### src/core/ath_pkg.sv
// Package for the per-channel alarm setting register bank.
// Assumes a byte-wide register port on the device clock.
package ath_pkg;

  localparam int unsigned MAX_CHANNELS = 8;
  localparam int unsigned BYTES_PER_CH = 5;
  localparam int unsigned ADDR_W = 7;

  // Channel 0 register addresses; later channels follow at a stride of five.
  localparam logic [6:0] HYST_CH0_OFFSET = 7'h15;
  localparam logic [6:0] HT_UPPER_CH0_OFFSET = 7'h16;
  localparam logic [6:0] HT_LOWER_CH0_OFFSET = 7'h17;
  localparam logic [6:0] LT_UPPER_CH0_OFFSET = 7'h18;
  localparam logic [6:0] LT_LOWER_CH0_OFFSET = 7'h19;
  localparam logic [6:0] CH_STRIDE = 7'h05;

  // Byte positions inside one channel's group.
  localparam int unsigned HYST_POS = 0;
  localparam int unsigned HT_UPPER_POS = 1;
  localparam int unsigned HT_LOWER_POS = 2;
  localparam int unsigned LT_UPPER_POS = 3;
  localparam int unsigned LT_LOWER_POS = 4;

  localparam logic [7:0] HYST_RESET = 8'h00;
  localparam logic [7:0] HT_UPPER_RESET = 8'h01;
  localparam logic [7:0] HT_LOWER_RESET = 8'h01;
  localparam logic [7:0] LT_UPPER_RESET = 8'h00;
  localparam logic [7:0] LT_LOWER_RESET = 8'h00;

  // Value returned for an address that holds no register.
  localparam logic [7:0] UNMAPPED_READ = 8'hFF;

  typedef struct packed {
    logic rd;
    logic wr;
    logic [6:0] addr;
    logic [7:0] wdata;
  } ath_req_t;

  typedef struct packed {
    logic [7:0] alarm_hysteresis_byte;
    logic [15:0] high_threshold;
    logic [15:0] low_threshold;
  } ath_setting_t;

endpackage

### src/core/ath_regs.sv
// Per-channel alarm hysteresis and threshold register bank.
// Assumes requests come from the serial command decoder on the same clock.
//
// Notes on behaviour
// - Each channel has one 8-bit read/write hysteresis register used by both its alarms.
// - The hysteresis byte is an unsigned band of plus or minus N LSB, zero meaning none.
// - The high threshold upper byte register supplies bits 15 to 8 of the high threshold.
// - The high threshold lower byte register supplies bits 7 to 0 of the high threshold.
// - Channel 0 hysteresis, upper and lower high threshold bytes sit at 15h, 16h and 17h.
// - Each channel holds a 40-bit setting in five consecutive byte registers.
`timescale 1ns/1ps
`default_nettype none

module ath_regs #(
  parameter int unsigned CHANNELS = ath_pkg::MAX_CHANNELS
) (
  input wire logic clk,
  input wire logic reset_n,
  input wire ath_pkg::ath_req_t req,
  output logic rd_valid,
  output logic [7:0] rd_data,
  output ath_pkg::ath_setting_t settings [CHANNELS]
);

  localparam int unsigned NBYTES = CHANNELS * ath_pkg::BYTES_PER_CH;

  logic [7:0] byte_ff [NBYTES];
  logic [NBYTES-1:0] hit;
  logic rd_valid_ff;
  logic [7:0] rd_data_ff;
  logic [7:0] nxt_rd_data;

  ////////////////////////////////////////////////////////////////////////////

  for (genvar k = 0; k < NBYTES; k++) begin : g_byte
    localparam int unsigned POS = k % ath_pkg::BYTES_PER_CH;
    localparam int unsigned CH = k / ath_pkg::BYTES_PER_CH;
    localparam logic [7:0] RST = (POS == ath_pkg::HYST_POS) ?
        ath_pkg::HYST_RESET : (POS == ath_pkg::HT_UPPER_POS) ?
        ath_pkg::HT_UPPER_RESET : (POS == ath_pkg::HT_LOWER_POS) ?
        ath_pkg::HT_LOWER_RESET : (POS == ath_pkg::LT_UPPER_POS) ?
        ath_pkg::LT_UPPER_RESET : ath_pkg::LT_LOWER_RESET;
    localparam logic [6:0] ADDR = 7'(ath_pkg::HYST_CH0_OFFSET +
        CH * ath_pkg::CH_STRIDE + POS);

    assign hit[k] = (req.addr == ADDR);

    always_ff @(posedge clk or negedge reset_n) begin
      if (!reset_n) begin
        byte_ff[k] <= RST;
      end else if (req.wr && hit[k]) begin
        byte_ff[k] <= req.wdata;
      end
    end

    // Every stored byte takes exactly the byte written to its own address.
    a_byte_write_take: assert property (
      @(posedge clk) disable iff (!reset_n)
      (req.wr && hit[k]) |=> byte_ff[k] == $past(req.wdata))
      else $error("A stored byte did not take its written value.");

    // A byte whose address is not written keeps its value.
    a_byte_hold_other: assert property (
      @(posedge clk) disable iff (!reset_n)
      !(req.wr && hit[k]) |=> $stable(byte_ff[k]))
      else $error("A stored byte changed without its own write.");
  end

  ////////////////////////////////////////////////////////////////////////////

  for (genvar c = 0; c < CHANNELS; c++) begin : g_ch
    localparam int unsigned B = c * ath_pkg::BYTES_PER_CH;
    assign settings[c].alarm_hysteresis_byte = byte_ff[B + ath_pkg::HYST_POS];
    assign settings[c].high_threshold = {byte_ff[B + ath_pkg::HT_UPPER_POS],
                                         byte_ff[B + ath_pkg::HT_LOWER_POS]};
    assign settings[c].low_threshold = {byte_ff[B + ath_pkg::LT_UPPER_POS],
                                        byte_ff[B + ath_pkg::LT_LOWER_POS]};
  end

  ////////////////////////////////////////////////////////////////////////////

  always_comb begin
    nxt_rd_data = ath_pkg::UNMAPPED_READ;
    for (int k = 0; k < NBYTES; k++) begin
      if (hit[k]) begin
        nxt_rd_data = byte_ff[k];
      end
    end
  end

  always_ff @(posedge clk or negedge reset_n) begin
    if (!reset_n) begin
      rd_valid_ff <= 1'b0;
      rd_data_ff <= 8'h00;
    end else begin
      rd_valid_ff <= req.rd;
      if (req.rd) begin
        rd_data_ff <= nxt_rd_data;
      end
    end
  end

  assign rd_valid = rd_valid_ff;
  assign rd_data = rd_data_ff;

  ////////////////////////////////////////////////////////////////////////////

  a_hyst_write_ch0: assert property (
    @(posedge clk) disable iff (!reset_n)
    (req.wr && req.addr == 7'h15) |=>
      settings[0].alarm_hysteresis_byte == $past(req.wdata))
    else $error("Channel 0 hysteresis did not take the written byte.");

  a_hyst_band_held: assert property (
    @(posedge clk) disable iff (!reset_n)
    (!req.wr) |=> $stable(settings[0].alarm_hysteresis_byte))
    else $error("Hysteresis changed without a write.");

  a_ht_upper_byte: assert property (
    @(posedge clk) disable iff (!reset_n)
    (req.wr && req.addr == 7'h16) |=>
      settings[0].high_threshold[15:8] == $past(req.wdata) &&
      $stable(settings[0].high_threshold[7:0]))
    else $error("High threshold upper byte not written alone.");

  a_ht_lower_byte: assert property (
    @(posedge clk) disable iff (!reset_n)
    (req.wr && req.addr == 7'h17) |=>
      settings[0].high_threshold[7:0] == $past(req.wdata) &&
      $stable(settings[0].high_threshold[15:8]))
    else $error("High threshold lower byte not written alone.");

  a_addr_ch0_decode: assert property (
    @(posedge clk) disable iff (!reset_n)
    (req.wr && req.addr == 7'h14) |=>
      $stable(settings[0].alarm_hysteresis_byte) &&
      $stable(settings[0].high_threshold))
    else $error("Write below 15h reached channel 0.");

  a_ch1_lt_lower: assert property (
    @(posedge clk) disable iff (!reset_n)
    (req.wr && req.addr == 7'h1E) |=>
      settings[1].low_threshold[7:0] == $past(req.wdata) &&
      $stable(settings[1].high_threshold))
    else $error("Channel 1 low threshold lower byte misplaced.");

  a_read_back: assert property (
    @(posedge clk) disable iff (!reset_n)
    (req.wr && req.addr == 7'h17) ##1 (req.rd && req.addr == 7'h17 &&
      !req.wr) |=> rd_valid && rd_data == $past(req.wdata, 2))
    else $error("Read did not return the last written byte.");

  a_read_unmapped: assert property (
    @(posedge clk) disable iff (!reset_n)
    (req.rd && req.addr == 7'h3F) |=> rd_valid && rd_data == 8'hFF)
    else $error("Unmapped read did not return all ones.");

  a_rd_valid_pulse: assert property (
    @(posedge clk) disable iff (!reset_n)
    req.rd |=> rd_valid)
    else $error("Read was not answered in the next cycle.");

  a_rd_valid_idle: assert property (
    @(posedge clk) disable iff (!reset_n)
    !req.rd |=> !rd_valid)
    else $error("Read answer stood without a read.");

  a_rd_data_hold: assert property (
    @(posedge clk) disable iff (!reset_n)
    !req.rd |=> $stable(rd_data))
    else $error("Read data changed without a read.");

  a_lt_upper_apart: assert property (
    @(posedge clk) disable iff (!reset_n)
    (req.wr && req.addr == 7'h18) |=>
      $stable(settings[0].alarm_hysteresis_byte) &&
      $stable(settings[0].high_threshold) &&
      settings[0].low_threshold[15:8] == $past(req.wdata))
    else $error("Channel 0 low threshold upper byte misplaced.");

  ////////////////////////////////////////////////////////////////////////////

  // The last channel only exists on the full eight-channel bank.
  if (CHANNELS == 8) begin : g_ch7_chk
    a_hyst_ch7_write: assert property (
      @(posedge clk) disable iff (!reset_n)
      (req.wr && req.addr == 7'h38) |=>
        settings[7].alarm_hysteresis_byte == $past(req.wdata))
      else $error("Channel 7 hysteresis did not take the written byte.");

    a_ht_lower_ch7: assert property (
      @(posedge clk) disable iff (!reset_n)
      (req.wr && req.addr == 7'h3A) |=>
        settings[7].high_threshold[7:0] == $past(req.wdata) &&
        $stable(settings[7].high_threshold[15:8]))
      else $error("Channel 7 high threshold lower byte misplaced.");

    a_ht_upper_ch7: assert property (
      @(posedge clk) disable iff (!reset_n)
      (req.wr && req.addr == 7'h39) |=>
        settings[7].high_threshold[15:8] == $past(req.wdata) &&
        $stable(settings[7].high_threshold[7:0]))
      else $error("Channel 7 high threshold upper byte misplaced.");
  end

endmodule // ath_regs

`default_nettype wire

### config.mk
export PLATFORM = sky130hd
export DESIGN_NAME = ath_regs
export DESIGN_NICKNAME = d
export VERILOG_FILES = /design/src/core/ath_pkg.sv /design/src/core/ath_regs.sv
export SDC_FILE = /design/constraint.sdc
export NUM_CORES = 1
export LEC_CHECK = 0
export ABC_AREA = 1
export BUFFER_PORTS_ARGS = -buffer_cell sky130_fd_sc_hd__buf_2
export CAP_MARGIN = 20
export CORE_MARGIN = 2
export CORE_UTILIZATION = 45
export DETAILED_ROUTE_END_ITERATION = 10
export GPL_TIMING_DRIVEN = 1
export PLACE_DENSITY = 0.74
export SLEW_MARGIN = 10
export SYNTH_ARGS = -nofsm -noshare
export SYNTH_HDL_FRONTEND = slang
export SYNTH_SLANG_ARGS = --single-unit
### constraint.sdc
create_clock -name clk -period 2.5 [get_ports clk]
set_input_delay 0.25 -clock clk [delete_from_list [all_inputs] [get_ports clk]]
set_output_delay 0.25 -clock clk [all_outputs]
set_load 0.03 [all_outputs]
==> metrics <==
outcome finished, violations left; failing checks negative setup slack; endpoints failing setup 8; initial antenna violation count 3; Post-DP HPWL around 38000 um; total wire length approximately 53000 um; number of nets in the layout 2375; Core Util, Final 60.8%; XOR/XNOR Fraction of Synth Area 0%; # port buffers 347; register area roughly 0.0083 sq mm; clk slew on worst S/H paths roughly 0.060 ns; crit path kind reg -> reg; Max Clock Freq about 0.34 GHz; Yosys cell types 29; Slew Limit Fails 0; RSZ-0062 raised after global routing yes; reg-to-reg startpoint settings[307]; relative slew slack 56.2%; multi-input logic area between 0.006 and 0.007 sq mm; Mapped Area 0.0151 sq mm; vias in the first global route 14600; syn_nets ~1900; first-pass GRT wire length 82600 um; setup slack after layout -0.444 ns; Final Instance Count excl. Fillers between 2000 and 3000; Max-Cap Viols 0; full die area about 0.035 sq mm; DRC errors left 0; I/O pin cnt approximately 350; Hold WC Path Type in -> async; Fin. Hold Viols 0; WP data required 2.95 ns; gr usage total between 30 and 40%; core area approximately 0.033 sq mm; Compound-Gate Fraction of Synth Area around an eighth; crit-path max FO 2; H-tree Lvls 2; Worst Tran Pin Value between 0.6 and 0.7 ns; IR Drop Worst-Case VDD around 0.00051 V; Clock Skew between 0.01 and 0.015 ns; CTS tree built; post-route ant nets 0; Overall Power around 14 mW; placer congestion estimate 0.903; Die Ht between 150 and 200 um; Longest Clk Path Bufs 3; Clock Latency Late Sink between 0.5 and 0.6 ns; Synth Area in Simple Gates 27.7%; Seq/Total Area, Yosys a little over half; num rows 66; end of the worst register-to-register path rd_data[3]; Post-Synth Adder-Cell Area 0%; largest net degree at the start of global routing 74; Leakage 10.4 nW; DR iter-0 viols 1231; Worst Setup End Kind flop; routed len/inst approximately 19 um; Reg2Reg Depth 24; Clock Sinks ~330; Die W roughly 190 um; WP data arrival about 3.4 ns; mux contribution to synthesized area 0%; R2R Setup Slk -0.44 ns; hold slack final approximately 0.22 ns; Initial Util a little under half; grt ovf 0; # fillers 2945; ratio of cells with drive above 1 in the final layout 33.2%; layout overhead on the synthesized area 32.1%; Tmin final 2.94 ns; Inst Count DP about 2800; CTS Buf Count 36; Vias ~15000; Mapped Avg Cell Area approximately 8 sq um; Cell Pwr Density between 700 and 800 mW/mm^2; clk root buf clkbuf_16; Worst setup SP type flop; period utilization 118%; Cells after Synth 1878; largest family of logic cells by synthesized area simple AND/OR/NAND/NOR gates; vias per inst 5.35; Synth Register Bits ~330; Warnings, synthesis 0; DRT Pass-1 Iters 5
[critical path: stages, from the launching register on]
cell,delay [ns]
dfrtp_1,0.35
inv_1,0.05
nand2_2,0.07
nand2_2,0.05
o21ai_2,0.12
nand4_1,0.15
nor3_2,0.16
nand4_1,0.14
nand2_1,0.10
nand2_1,0.05
nand2_1,0.08
nand4_1,0.10
nand2_1,0.12
nand4_1,0.10
nand2_1,0.09
nand4_1,0.09
nand2_1,0.10
nand4_1,0.14
nor2_2,0.14
nand4_1,0.13
nor2_2,0.15
nand4_1,0.14
nor2_1,0.14
nand3_1,0.09
nand2_1,0.06
[registers in the layout, summed over array words and instances (netlist names)]
name      cells
rd_valid      1
settings    320
rd_data       8
[stage by stage]
stage	TNS (ns)	cell area [sq um]	setup WS (ns)
2_1_floorplan	0	15100	0.134
3_3_place_gp	-5.74	18400	-0.917
3_5_place_dp	-6.16	18400	-1.00
4_1_cts	-2.22	19700	-0.442
5_1_grt	-4.41	19900	-0.719
6_report	-2.28	19900	-0.444
[power breakdown]
part / total [mW] / leakage [nW] / internal (mW) / switching [mW]
logic: 2.60 / 5.35 / 0.745 / 1.85
registers: 6.21 / 4.41 / 5.79 / 0.425
clock network: 5.54 / 0.600 / 3.36 / 2.19
total: 14.4 / 10.4 / 9.89 / 4.46
[final cells by class]
type | instances | share of cell area (%)
well taps | 442 | 2.78
repair buffers | 524 | 15.8
diodes | 3 | 0.0378
clock buffers | 53 | 5.31
flip-flops and latches | 329 | 41.5
inverters | 125 | 2.38
clock inverters | 11 | 0.868
multi-input cells | 1340 | 31.3
[cells in the final DEF (no fill, tap or decap), types with 2 or more instances in the layout]
cell,netlist,layout
clkbuf_8,0,7
nand3_2,1,18
nand3_4,1,2
buf_4,0,171
buf_12,0,4
dfstp_2,16,16
nand2_1,603,573
dlygate4sd3_1,0,2
or2_1,6,6
nand3_1,33,15
dfrtp_1,313,313
buf_2,1,345
nand4_1,38,38
o21ai_0,357,355
clkbuf_1,78,9
nor2_4,6,6
nand2_2,5,35
nand3b_1,2,2
bufinv_16,0,4
o21ai_2,0,2
or2_0,4,4
nor2_2,5,16
inv_6,0,4
nor3_2,0,3
o21ai_1,4,4
inv_1,109,107
or2_2,98,98
diode_2,0,3
clkinv_2,0,2
nor3_1,7,4
nor2_1,167,156
inv_2,14,16
clkbuf_16,0,37
[layer usage]
layer  track usage, %  vias to the layer above  routed length (um)
li1                 -                     6990                   -
met1             40.7                     7153               22100
met2             46.3                      823               24100
met3             6.57                      158                4760
met4             13.7                        0                2390
met5                0                        -                   0
[how the worst max path moves through the flow]
| stage | from | end | cells after the start |
|---|---|---|---|
| 3_5_place_dp | req[14] | rd_data[3] | 28 |
| 2_1_floorplan | req[14] | rd_data[1] | 35 |
| 6_report | settings[307] | rd_data[3] | 24 |
| 3_3_place_gp | req[14] | rd_data[3] | 28 |
| 4_1_cts | settings[307] | rd_data[3] | 24 |
| 5_1_grt | settings[307] | rd_data[3] | 24 |
[cell families after synthesis]
| group | count (synthesis) |
|---|---|
| AO/OA/AOI/OAI | 364 |
| AND/OR/NAND/NOR | 976 |
| buffers and inverters | 209 |
| flip-flops | 329 |
[synthesized netlist by cell type, drive strengths merged]
cell | number | share of area [%]
nor3 | 7 | 0.23
dfrtp | 313 | 52
nand4 | 38 | 1.6
inv | 123 | 3.1
nand3 | 35 | 1.3
clkinv | 2 | 0.083
o31ai | 1 | 0.050
clkbuf | 78 | 1.9
nor2 | 178 | 4.8
buf | 6 | 0.21
a21oi | 1 | 0.033
o21ai | 361 | 12
or2 | 108 | 4.5
nand2 | 608 | 15
nand3b | 2 | 0.10
o2111ai | 1 | 0.058
dfstp | 16 | 2.8
[repair_timing]
action,4_1_cts,5_1_grt
setup endpoints to repair,8,8
resized for setup,29,44
pin swaps,3,20
hold endpoints to repair,39,0
buffers inserted,0,2
hold buffers,2,0
Power figures use the tool's default switching activity.
